File: src/verilog/lbst_pkg.sv
package lbst_pkg;
  typedef enum logic [1:0] {MODE_BASIC, MODE_PIPE, MODE_XAUI, MODE_OTHER} lbst_mode_t;
  typedef enum logic [2:0] {LB_NONE, LB_REV_PAR, LB_SERIAL, LB_RSER_PRE, LB_RSER_POST} lbst_lpbk_t;
  typedef enum logic [1:0] {PAT_OFF, PAT_INCR, PAT_HF, PAT_LF} lbst_pat_t;

  // -----------------------------------------------------------------
  // Datapath constants
  // -----------------------------------------------------------------
  localparam int WORD_W = 16;
  localparam logic [15:0] INCR_FIRST = 16'h0000;
  localparam logic [15:0] INCR_LAST = 16'h00FF;
  localparam logic [8:0] INCR_WORDS = 9'h100;
  localparam logic [15:0] ALIGN_WORD = 16'hF628;
  localparam logic [15:0] HF_WORD = 16'hAAAA;
  localparam logic [3:0] LF_RUN = 4'h5;
  localparam logic [3:0] LF_LEN = 4'hA;
  localparam logic [3:0] BIT_LAST = 4'hF;
  localparam logic [3:0] TX_HALF = 4'h8;
  localparam logic [3:0] OPT_ALL = 4'hF;

  // -----------------------------------------------------------------
  // Controller registers
  // -----------------------------------------------------------------
  localparam logic [4:0] REG_CTRL = 5'h00;
  localparam logic [4:0] REG_PIPE = 5'h04;
  localparam logic [4:0] REG_TXD = 5'h08;
  localparam logic [4:0] REG_STAT = 5'h0C;
  localparam logic [4:0] REG_RXD = 5'h10;
  localparam logic [31:0] CTRL_MASK = 32'h00000FFF;
  localparam logic [31:0] PIPE_MASK = 32'h0000000F;
  localparam logic [31:0] TXD_MASK = 32'h0000FFFF;
  localparam logic [31:0] REG_RST = 32'h00000000;
  localparam int CTRL_MODE = 0;
  localparam int CTRL_LPBK = 2;
  localparam int CTRL_PAT = 5;
  localparam int CTRL_OPTS = 7;
  localparam int CTRL_PRE = 11;
  localparam int PIPE_PWR = 0;
  localparam int PIPE_REQ = 1;
  localparam int PIPE_TXR = 2;
  localparam int PIPE_RXR = 3;
  localparam logic [1:0] RESP_OKAY = 2'h0;
  localparam logic [1:0] RESP_SLVERR = 2'h2;
endpackage

File: src/verilog/lbst_if.sv
`timescale 1ns/100ps
interface lbst_if;
  import lbst_pkg::*;
  logic cfg_valid;
  logic cfg_ready;
  lbst_mode_t cfg_mode;
  lbst_lpbk_t cfg_lpbk;
  lbst_pat_t cfg_pat;
  logic [3:0] cfg_opts;
  logic cfg_preemph;
  logic full_power_state;
  logic lpbk_req;
  logic tx_pcs_rst;
  logic rx_pcs_rst;
  logic [15:0] tx_data;
  logic [15:0] rx_data;
  logic rx_valid;
  logic rx_aligned;
  logic bist_err;
  logic bist_done;
  logic preemph_on;
  lbst_lpbk_t lpbk_active;

  modport dev (
    input cfg_valid, cfg_mode, cfg_lpbk, cfg_pat, cfg_opts, cfg_preemph,
    input full_power_state, lpbk_req, tx_pcs_rst, rx_pcs_rst, tx_data,
    output cfg_ready, rx_data, rx_valid, rx_aligned, bist_err, bist_done, preemph_on, lpbk_active
  );
  modport ctl (
    output cfg_valid, cfg_mode, cfg_lpbk, cfg_pat, cfg_opts, cfg_preemph,
    output full_power_state, lpbk_req, tx_pcs_rst, rx_pcs_rst, tx_data,
    input cfg_ready, rx_data, rx_valid, rx_aligned, bist_err, bist_done, preemph_on, lpbk_active
  );
endinterface

File: src/verilog/lbst_chan.sv
`timescale 1ns/100ps
module lbst_chan
  import lbst_pkg::*;
#(
  parameter int FABRIC_W = 16
) (
  // Clock and reset
  input wire logic aclk,
  input wire logic aresetn,
  // Fabric side
  lbst_if.dev ch,
  // Serial side
  input wire logic ser_rx_clk,
  input wire logic ser_rx_d,
  output logic ser_tx_clk,
  output logic ser_tx_d
);
  lbst_mode_t mode_q;
  lbst_lpbk_t lpbk_q;
  lbst_lpbk_t lpbk_ok;
  lbst_lpbk_t lb_sel;
  lbst_pat_t pat_q;
  lbst_pat_t pat_ok;
  logic pre_q;
  logic preemph_q;
  logic rc1_q, rc2_q, rc3_q, rd1_q, rd2_q, cdr_q;
  logic rx_rise;
  logic [3:0] div_q;
  logic tclk_q;
  logic tx_fall, tx_rise, tx_bit;
  logic [15:0] sh_q, src_word;
  logic [3:0] scnt_q, lfc_q;
  logic stx_d_q, stx_c_q;
  logic din, dstb;
  logic [15:0] dsh_q, dsh_d, rxw_q;
  logic [3:0] dcnt_q;
  logic aligned_q, wstb_q;
  logic [15:0] rx_data_q;
  logic rx_valid_q;
  logic [15:0] gen_q, lbw_q, exp_q;
  logic lbv_q, seen_q, err_q, done_q;
  logic [8:0] cnt_q;

  function automatic logic [15:0] incr_next(input logic [15:0] w);
    incr_next = (w == INCR_LAST) ? INCR_FIRST : w + 16'h0001;
  endfunction

  // -----------------------------------------------------------------
  // Channel configuration
  // -----------------------------------------------------------------
  always_comb begin
    unique case (ch.cfg_lpbk)
      LB_SERIAL: lpbk_ok = (ch.cfg_mode != MODE_PIPE) ? LB_SERIAL : LB_NONE;
      LB_RSER_PRE: lpbk_ok = (ch.cfg_mode != MODE_XAUI) ? LB_RSER_PRE : LB_NONE;
      LB_RSER_POST: lpbk_ok = (ch.cfg_mode != MODE_XAUI) ? LB_RSER_POST : LB_NONE;
      default: lpbk_ok = LB_NONE;
    endcase
  end

  always_comb begin
    pat_ok = PAT_OFF;
    if (ch.cfg_mode == MODE_BASIC) begin
      if (ch.cfg_pat != PAT_INCR || (ch.cfg_opts == OPT_ALL && FABRIC_W == WORD_W)) begin
        pat_ok = ch.cfg_pat;
      end
    end
  end

  // The loopback and pattern settings move only on a reconfiguration.
  always_ff @(posedge aclk) begin
    if (!aresetn) begin
      mode_q <= MODE_BASIC;
      lpbk_q <= LB_NONE;
      pat_q <= PAT_OFF;
      pre_q <= 1'b0;
    end else if (ch.cfg_valid) begin
      mode_q <= ch.cfg_mode;
      lpbk_q <= lpbk_ok;
      pat_q <= pat_ok;
      pre_q <= ch.cfg_preemph;
    end
  end

  assign ch.cfg_ready = 1'b1;
  assign lb_sel = (mode_q == MODE_PIPE && ch.lpbk_req && ch.full_power_state) ? LB_REV_PAR : lpbk_q;
  assign ch.lpbk_active = lb_sel;

  always_ff @(posedge aclk) begin
    if (!aresetn) begin
      preemph_q <= 1'b0;
    end else begin
      preemph_q <= pre_q && (lb_sel != LB_RSER_PRE);
    end
  end

  assign ch.preemph_on = preemph_q;

  // -----------------------------------------------------------------
  // Serial input capture and clock recovery
  // -----------------------------------------------------------------
  always_ff @(posedge aclk) begin
    if (!aresetn) begin
      rc1_q <= 1'b0;
      rc2_q <= 1'b0;
      rc3_q <= 1'b0;
      rd1_q <= 1'b0;
      rd2_q <= 1'b0;
    end else begin
      rc1_q <= ser_rx_clk;
      rc2_q <= rc1_q;
      rc3_q <= rc2_q;
      rd1_q <= ser_rx_d;
      rd2_q <= rd1_q;
    end
  end

  assign rx_rise = rc2_q && !rc3_q;

  always_ff @(posedge aclk) begin
    if (!aresetn) begin
      cdr_q <= 1'b0;
    end else if (rx_rise) begin
      cdr_q <= rd2_q;
    end
  end

  // -----------------------------------------------------------------
  // Transmit bit clock and serializer
  // -----------------------------------------------------------------
  always_ff @(posedge aclk) begin
    if (!aresetn) begin
      div_q <= 4'h0;
      tclk_q <= 1'b0;
    end else if (div_q == TX_HALF - 4'h1) begin
      div_q <= 4'h0;
      tclk_q <= !tclk_q;
    end else begin
      div_q <= div_q + 4'h1;
    end
  end

  assign tx_fall = (div_q == TX_HALF - 4'h1) && tclk_q;
  assign tx_rise = (div_q == TX_HALF - 4'h1) && !tclk_q;

  always_comb begin
    if (lb_sel == LB_REV_PAR) begin
      src_word = rxw_q;
    end else if (pat_q == PAT_INCR) begin
      src_word = gen_q;
    end else if (pat_q == PAT_HF) begin
      src_word = HF_WORD;
    end else begin
      src_word = ch.tx_data;
    end
  end

  always_ff @(posedge aclk) begin
    if (!aresetn || ch.tx_pcs_rst) begin
      sh_q <= 16'h0000;
      scnt_q <= 4'h0;
      lfc_q <= 4'h0;
    end else if (tx_fall) begin
      lfc_q <= (lfc_q == LF_LEN - 4'h1) ? 4'h0 : lfc_q + 4'h1;
      if (scnt_q == BIT_LAST) begin
        sh_q <= src_word;
        scnt_q <= 4'h0;
      end else begin
        sh_q <= {sh_q[14:0], 1'b0};
        scnt_q <= scnt_q + 4'h1;
      end
    end
  end

  assign tx_bit = (pat_q == PAT_LF) ? (lfc_q < LF_RUN) : sh_q[15];

  // The output buffer carries either the serializer or one of the reverse paths.
  always_ff @(posedge aclk) begin
    if (!aresetn) begin
      stx_d_q <= 1'b0;
      stx_c_q <= 1'b0;
    end else begin
      unique case (lb_sel)
        LB_RSER_PRE: begin
          stx_d_q <= rd2_q;
          stx_c_q <= !rc2_q;
        end
        LB_RSER_POST: begin
          stx_d_q <= cdr_q;
          stx_c_q <= !rc3_q;
        end
        default: begin
          stx_d_q <= tx_bit;
          stx_c_q <= tclk_q;
        end
      endcase
    end
  end

  assign ser_tx_d = stx_d_q;
  assign ser_tx_clk = stx_c_q;

  // -----------------------------------------------------------------
  // Deserializer and word aligner
  // -----------------------------------------------------------------
  assign din = (lb_sel == LB_SERIAL) ? tx_bit : rd2_q;
  assign dstb = (lb_sel == LB_SERIAL) ? tx_rise : rx_rise;
  assign dsh_d = {dsh_q[14:0], din};

  always_ff @(posedge aclk) begin
    if (!aresetn || ch.rx_pcs_rst || ch.cfg_valid) begin
      dsh_q <= 16'h0000;
      dcnt_q <= 4'h0;
      aligned_q <= 1'b0;
      rxw_q <= 16'h0000;
      wstb_q <= 1'b0;
    end else begin
      wstb_q <= 1'b0;
      if (dstb) begin
        dsh_q <= dsh_d;
        if (!aligned_q) begin
          if (dsh_d == ALIGN_WORD) begin
            aligned_q <= 1'b1;
            dcnt_q <= 4'h0;
            rxw_q <= dsh_d;
            wstb_q <= 1'b1;
          end
        end else if (dcnt_q == BIT_LAST) begin
          dcnt_q <= 4'h0;
          rxw_q <= dsh_d;
          wstb_q <= 1'b1;
        end else begin
          dcnt_q <= dcnt_q + 4'h1;
        end
      end
    end
  end

  always_ff @(posedge aclk) begin
    if (!aresetn || ch.rx_pcs_rst) begin
      rx_data_q <= 16'h0000;
      rx_valid_q <= 1'b0;
    end else begin
      rx_valid_q <= wstb_q && (pat_q != PAT_INCR);
      if (wstb_q && pat_q != PAT_INCR) begin
        rx_data_q <= rxw_q;
      end
    end
  end

  assign ch.rx_data = rx_data_q;
  assign ch.rx_valid = rx_valid_q;
  assign ch.rx_aligned = aligned_q;

  // -----------------------------------------------------------------
  // Incremental generator and checker
  // -----------------------------------------------------------------
  always_ff @(posedge aclk) begin
    if (!aresetn || ch.tx_pcs_rst) begin
      gen_q <= INCR_FIRST;
    end else if (pat_q == PAT_INCR) begin
      gen_q <= incr_next(gen_q);
    end
  end

  always_ff @(posedge aclk) begin
    if (!aresetn || ch.rx_pcs_rst) begin
      lbw_q <= 16'h0000;
      lbv_q <= 1'b0;
    end else begin
      lbw_q <= gen_q;
      lbv_q <= (pat_q == PAT_INCR) && !ch.tx_pcs_rst;
    end
  end

  // The checker locks on the first word it sees, then expects each next value.
  always_ff @(posedge aclk) begin
    if (!aresetn || ch.rx_pcs_rst) begin
      seen_q <= 1'b0;
      exp_q <= INCR_FIRST;
      cnt_q <= 9'h000;
      err_q <= 1'b0;
      done_q <= 1'b0;
    end else if (lbv_q) begin
      seen_q <= 1'b1;
      exp_q <= incr_next(lbw_q);
      if (cnt_q != INCR_WORDS - 9'h001) begin
        cnt_q <= cnt_q + 9'h001;
      end
      if (seen_q && lbw_q != exp_q) begin
        err_q <= 1'b1;
        done_q <= 1'b1;
      end
      if (cnt_q == INCR_WORDS - 9'h001) begin
        done_q <= 1'b1;
      end
    end
  end

  assign ch.bist_err = err_q;
  assign ch.bist_done = done_q;
endmodule

File: src/flat_wrapper.sv
// flat-port wrapper written by rule: the top's interface ports become plain ports
module lbst_chan_flat import lbst_pkg::*;
#(
  parameter int FABRIC_W = 16
)
  (aclk, aresetn, ser_rx_clk, ser_rx_d, ser_tx_clk, ser_tx_d, ch_cfg_valid, ch_cfg_mode, ch_cfg_lpbk, ch_cfg_pat, ch_cfg_opts, ch_cfg_preemph, ch_full_power_state, ch_lpbk_req, ch_tx_pcs_rst, ch_rx_pcs_rst, ch_tx_data, ch_cfg_ready, ch_rx_data, ch_rx_valid, ch_rx_aligned, ch_bist_err, ch_bist_done, ch_preemph_on, ch_lpbk_active);
  lbst_if ch_i ();
  input wire logic aclk;
  input wire logic aresetn;
  input wire logic ser_rx_clk;
  input wire logic ser_rx_d;
  output logic ser_tx_clk;
  output logic ser_tx_d;
  input wire logic [$bits(ch_i.cfg_valid)-1:0] ch_cfg_valid;
  input wire logic [$bits(ch_i.cfg_mode)-1:0] ch_cfg_mode;
  input wire logic [$bits(ch_i.cfg_lpbk)-1:0] ch_cfg_lpbk;
  input wire logic [$bits(ch_i.cfg_pat)-1:0] ch_cfg_pat;
  input wire logic [$bits(ch_i.cfg_opts)-1:0] ch_cfg_opts;
  input wire logic [$bits(ch_i.cfg_preemph)-1:0] ch_cfg_preemph;
  input wire logic [$bits(ch_i.full_power_state)-1:0] ch_full_power_state;
  input wire logic [$bits(ch_i.lpbk_req)-1:0] ch_lpbk_req;
  input wire logic [$bits(ch_i.tx_pcs_rst)-1:0] ch_tx_pcs_rst;
  input wire logic [$bits(ch_i.rx_pcs_rst)-1:0] ch_rx_pcs_rst;
  input wire logic [$bits(ch_i.tx_data)-1:0] ch_tx_data;
  output wire logic [$bits(ch_i.cfg_ready)-1:0] ch_cfg_ready;
  output wire logic [$bits(ch_i.rx_data)-1:0] ch_rx_data;
  output wire logic [$bits(ch_i.rx_valid)-1:0] ch_rx_valid;
  output wire logic [$bits(ch_i.rx_aligned)-1:0] ch_rx_aligned;
  output wire logic [$bits(ch_i.bist_err)-1:0] ch_bist_err;
  output wire logic [$bits(ch_i.bist_done)-1:0] ch_bist_done;
  output wire logic [$bits(ch_i.preemph_on)-1:0] ch_preemph_on;
  output wire logic [$bits(ch_i.lpbk_active)-1:0] ch_lpbk_active;
  assign ch_i.cfg_valid = ch_cfg_valid;
  assign ch_i.cfg_mode = ch_cfg_mode;
  assign ch_i.cfg_lpbk = ch_cfg_lpbk;
  assign ch_i.cfg_pat = ch_cfg_pat;
  assign ch_i.cfg_opts = ch_cfg_opts;
  assign ch_i.cfg_preemph = ch_cfg_preemph;
  assign ch_i.full_power_state = ch_full_power_state;
  assign ch_i.lpbk_req = ch_lpbk_req;
  assign ch_i.tx_pcs_rst = ch_tx_pcs_rst;
  assign ch_i.rx_pcs_rst = ch_rx_pcs_rst;
  assign ch_i.tx_data = ch_tx_data;
  assign ch_cfg_ready = ch_i.cfg_ready;
  assign ch_rx_data = ch_i.rx_data;
  assign ch_rx_valid = ch_i.rx_valid;
  assign ch_rx_aligned = ch_i.rx_aligned;
  assign ch_bist_err = ch_i.bist_err;
  assign ch_bist_done = ch_i.bist_done;
  assign ch_preemph_on = ch_i.preemph_on;
  assign ch_lpbk_active = ch_i.lpbk_active;
  lbst_chan #(.FABRIC_W(FABRIC_W)) u_core (.aclk(aclk), .aresetn(aresetn), .ch(ch_i), .ser_rx_clk(ser_rx_clk), .ser_rx_d(ser_rx_d), .ser_tx_clk(ser_tx_clk), .ser_tx_d(ser_tx_d));
endmodule
File: config.mk
export PLATFORM = sky130hd
export DESIGN_NAME = lbst_chan_flat
export DESIGN_NICKNAME = d
export VERILOG_FILES = /design/src/verilog/lbst_pkg.sv /design/src/verilog/lbst_if.sv /design/src/verilog/lbst_chan.sv /design/src/flat_wrapper.sv
export SDC_FILE = /design/constraint.sdc
export NUM_CORES = 1
export LEC_CHECK = 0
export ABC_AREA = 1
export BUFFER_PORTS_ARGS = -buffer_cell sky130_fd_sc_hd__clkbuf_2
export CAP_MARGIN = 15
export CORE_MARGIN = 2
export CORE_UTILIZATION = 55
export CTS_BUF_LIST = sky130_fd_sc_hd__clkbuf_16
export DETAILED_ROUTE_END_ITERATION = 16
export PLACE_DENSITY = 0.77
export SLEW_MARGIN = 20
export SYNTH_ARGS = -nofsm -noshare
export SYNTH_HDL_FRONTEND = slang
export SYNTH_SLANG_ARGS = --single-unit
export TNS_END_PERCENT = 10
File: constraint.sdc
create_clock -name aclk -period 2.3 [get_ports aclk]
set_input_delay 0.345 -clock aclk [delete_from_list [all_inputs] [get_ports aclk]]
set_output_delay 0.345 -clock aclk [all_outputs]
set_load 0.01 [all_outputs]
# ---- Word-level counts from Yosys, hierarchy flattened
# Cells that the tools add are included.
dict set report op_classes {
  addsub 7
  multipliers 0
  div_mod_pow 0
  magnitude_cmp 1
  eq_ne 28
  n_shift 0
  mux 32
  bitwise_logic 2
  n_reduce_logical 28
}
# cell count
set op_table {}
lappend op_table {{$mux 16} 9}
lappend op_table {{$add 16x1->16 const B} 2}
lappend op_table {{$eq 16x8->1 const B} 2}
lappend op_table {{$mux 4} 5}
lappend op_table {{$add 4x1->4 const B} 4}
lappend op_table {{$eq 16x16->1 const B} 1}
lappend op_table {{$eq 4x4->1 const B} 4}
lappend op_table {{$ne 16x16->1} 1}
lappend op_table {{$eq 3x2->1 const B} 4}
lappend op_table {{$add 9x1->9 const B} 1}
lappend op_table {{$eq 9x8->1 const B} 1}
lappend op_table {{$logic_and 1x1->1} 9}
lappend op_table {{$mux 1} 9}
lappend op_table {{$ne 9x8->1 const B} 1}
lappend op_table {{$pmux 3 s3} 1}
lappend op_table {{$mux 2} 4}
lappend op_table {{$reduce_and 2->1} 4}
lappend op_table {{$eq 3x3->1 const B} 2}
lappend op_table {{$mux 3} 2}
lappend op_table {{$ne 2x1->1 const B} 3}
lappend op_table {{$logic_not 1->1} 5}
lappend op_table {{$eq 2x1->1 const B} 2}
lappend op_table {{$eq 2x2->1 const B} 2}
lappend op_table {{$eq 4x3->1 const B} 1}
lappend op_table {{other kinds (11)} 19}
dict set report totals {
  ff_bits 161
  latch_bits 0
  ram_bits 0
  mem_bits_ro 0
  input_bits 37
  word_cells 131
  mem_count 0
}

# ---- Longest topological paths before layout
dict set report logic_depth {
  word_depth 9
  ltp_mapped 12
}

# ---- Worst setup path before layout
# Ideal clock, no wire load.
dict set report synth_timing {
  path_kind {register to register}
  from {register u_core.cnt_q[0]}
  to {register u_core.cnt_q[7]}
  setup_ns 0.119
  arrival_time_ns 1.652
  required_time_ns 2.181
  path_slack_ns 0.528
  path_stages_with_launch 13
  cell_sequence {dfxtp_1 ha_1 nand3_1 nor3_1 ha_1 nor2_2 nand2_1 inv_1 nand3_1 nor3_2 nand2_1 o21ai_0 a21oi_1}
}
dict set report synth_via {
  elab_chain_cells 2
  elab_cells_between_ends 3
  classes_between {add/sub (1); eq/ne (1); reduce/logical (1)}
}
# item line_no
set synth_lines {}
lappend synth_lines {{start, declared} lbst_chan.sv:42} ;# logic [8:0] cnt_q;
lappend synth_lines {{start signal, assigned} lbst_chan.sv:287} ;# cnt_q <= cnt_q + 9'h001;
lappend synth_lines {{parallel branches: the longest is 2 deep, another holds $add 9x1->9} --}
# Several ways; the timed one is not identified.
# A chain may end at the register's enable or synchronous reset.

# ---- Worst setup path after layout
# Ends and elaborated chain as after synthesis.

==> reports/metrics.cfg <==
[status]
status=completed

[sta]
worst_pin_slew_ns=0.4934
setup_viol=0
fin_ws_ns=0.3073
slew_headroom_pct=66.90
setup_tns_ns=0
rsz0062_at_grt=false
drv_slew=0
final_hold_viol_count=0
fmax_ghz=0.5018
skew_ns=0.01468
layout_min_cycle_time_ns=1.993
post-route-period-util_pct=86.64

[pwr]
p_clk_share_pct=46.4
p_seq_share_pct=48.9
switching_power_uw=1319
power.density_nw_per_um2=711.3
leakage_uw=0.003206
power.share.switching_pct=22.78
combPwrFrac_pct=4.7
intPower_uw=4471
peakVddDrop_v=0.0007198

[floorplanning]
die_w_um=117.9
die_h_um=117.9
io_pins=64
rows=41
core_area_sq_um=12670
initial_core_util_pct=56.34
dieArea_sq_um=13910

[grt]
grt.total_usage_pct=25.22
antenna_found_initial=0
grt_pass1_vias=5974
grt.overflow.total=0
busiest_layer=met2
grtUsageMet1_pct=32.07
grt_max_degree=42
grt_pass1_wl_um=28460
use_met3_pct=6.880
use_met2_pct=41.13

[logic_synthesis]
synth-xor-area-share_pct=3.190
synth_compound_area_share_pct=16.54
syn-instance-count=953
ys.warnings.count=0
syn_nets=997
synth-edff-count=0
synth_top_family_by_area=simple AND/OR/NAND/NOR gates
synth_top_cells_by_area=dfxtp_1 (45%), nand2_1 (7.5%), nor2_1 (6.7%), a21oi_1 (6.3%), o21ai_0 (5.6%)
muxShareOfSynthArea_pct=0
yosys_register_bits=161
synth-async-reset-ratio_pct=0
synth-adder-area-share_pct=1.227
synth.top_cell.area_share_pct=45.15
avgSynthCellArea_sq_um=7.491
syn_area_sq_um=7139
yosys.area_share.simple_pct=25.71
ys.flop_type=dfxtp_1
synth_top_cell_by_area=dfxtp_1
yosysUniqueCellTypes=43
seq_area_frac_synth_pct=45.15

[worst_setup_path]
crit_type=reg2reg
start_kind=register
cp_max_fo=6
arrival_ns=2.31
crit_path_end_kind=register
worst_ep_required_time_ns=2.62

[clock_tree]
cts_hold_buffers=0
cts_resized=0
cts_tree=built
cts_root_buf=clkbuf_16
cts_max_level=4
clock_path_buffers=2
post-cts-setup-buffers=0
numCtsBuffers=17
clkTransAtPathRegs_ns=0.06
cts.sinks=161
insertion_delay_ns=0.43

[layout]
drive_gt1_share_pct=13.27
area_growth_pct=14.02
nets=1056
final_common_cell=dfxtp_1
mostFrequentLayoutCells=dfxtp_1 (161), nand2_1 (142), nor2_1 (128), inv_1 (94), a21oi_1 (90)
antenna_cells=0

[job]
drv_cap=0

[routing]
drc_errors=0
num_vias=6495
drtIter0Drc=602
routed_wl_um=16880
postRouteAntennaNets=0
wire_per_inst_um=14.10
routed_via_density=5.426
first_pass_iters=8

[place]
io_buffer_count=62
place_congestion=0.9944
dp_slack_ns=0.3176
dp_hpwl_um=11820

[worst_hold_path]
hold_path.class=in2reg

[per-stage QoR]
stage	hold slack [ns]	total power, uW	std cells	area [sq um]	utilization, %
floorplan	0.3905	3064	953	7139	-
global placement	0.3942	3156	1165	7585	59.86
detailed placement	0.4084	3162	1165	7585	59.86
CTS	0.08785	5806	1197	8140	64.24
global route	0.1025	5957	1197	8140	64.24
finish	0.09190	5790	1197	8140	64.24
[power groups by stage]
stage	Clock, uW	Sequential [uW]	Combinational [uW]
2_1_floorplan	0	2890	175
3_3_place_gp	0	2890	265
3_5_place_dp	0	2890	270
4_1_cts	2700	2830	273
5_1_grt	2820	2830	302
6_report	2680	2830	275
[cell families (layout without fill, tap and decap cells)]
logic type,after synthesis,in the layout
fa+ha+maj,7,7
other cells,1,1
xor+xnor,26,26
flops,161,161
compound gates,212,212
buf+inv,140,212
simple gates,406,406
[critical path, stage by stage, from the launching register on]
cell,delay (ns)
dfxtp_1,0.33
ha_1,0.23
nand3_1,0.10
nor3_1,0.06
ha_1,0.20
nor2_2,0.21
nand2_1,0.07
inv_1,0.07
nand3_1,0.11
nor3_2,0.19
nand2_1,0.09
o21ai_0,0.16
a21oi_1,0.05
[synthesized netlist by cell type, drive strengths merged, types with 3 or more instances]
cell type	count
nand4	36
dfxtp	161
xnor2	15
ha	7
clkinv	4
nand3	56
nand2	147
xor2	11
buf	21
o221ai	9
o211ai	11
o21ai	82
nor3b	3
clkbuf	16
nor3	21
a21o	7
nor2	138
inv	99
a21oi	92
a211oi	7
[final cells by class]
cell class	instances	area, sq um
repair buffers	77	422.9
clock buffers	17	425.4
inverters	103	387.9
clock inverters	15	130.1
well taps	172	215.2
fillers	1140	4531
multi-input cells	652	3336
flip-flops and latches	161	3223
[path summary, 6_finish.rpt]
path	startpoint	to	slack, ns	cells after the start
hold / removal	ser_rx_d	u_core.rd1_q	0.09	3
setup reg to reg	u_core.cnt_q[0]	u_core.cnt_q[7]	0.31	12
hold reg to reg	u_core.rd1_q	u_core.rd2_q	0.43	2
setup / recovery	u_core.cnt_q[0]	u_core.cnt_q[7]	0.31	12
[registers in the layout, summed over array words and instances, names as in the netlist, 2 cells and up]
name               count
u_core.mode_q          2
u_core.lpbk_q          3
u_core.lfc_q           4
u_core.gen_q          16
u_core.scnt_q          4
u_core.rxw_q          16
u_core.ch.rx_data     16
u_core.lbw_q          16
u_core.pat_q           2
u_core.dcnt_q          4
u_core.exp_q          16
u_core.dsh_q          15
u_core.sh_q           16
u_core.cnt_q           9
u_core.div_q           4
[routing by layer]
metal / wire, um / vias to the layer above
li1: - / 3293
met1: 7456 / 2913
met2: 7850 / 246
met3: 1180 / 43
met4: 393 / 0
met5: 0 / -
(Power assumes the default switching activity.)
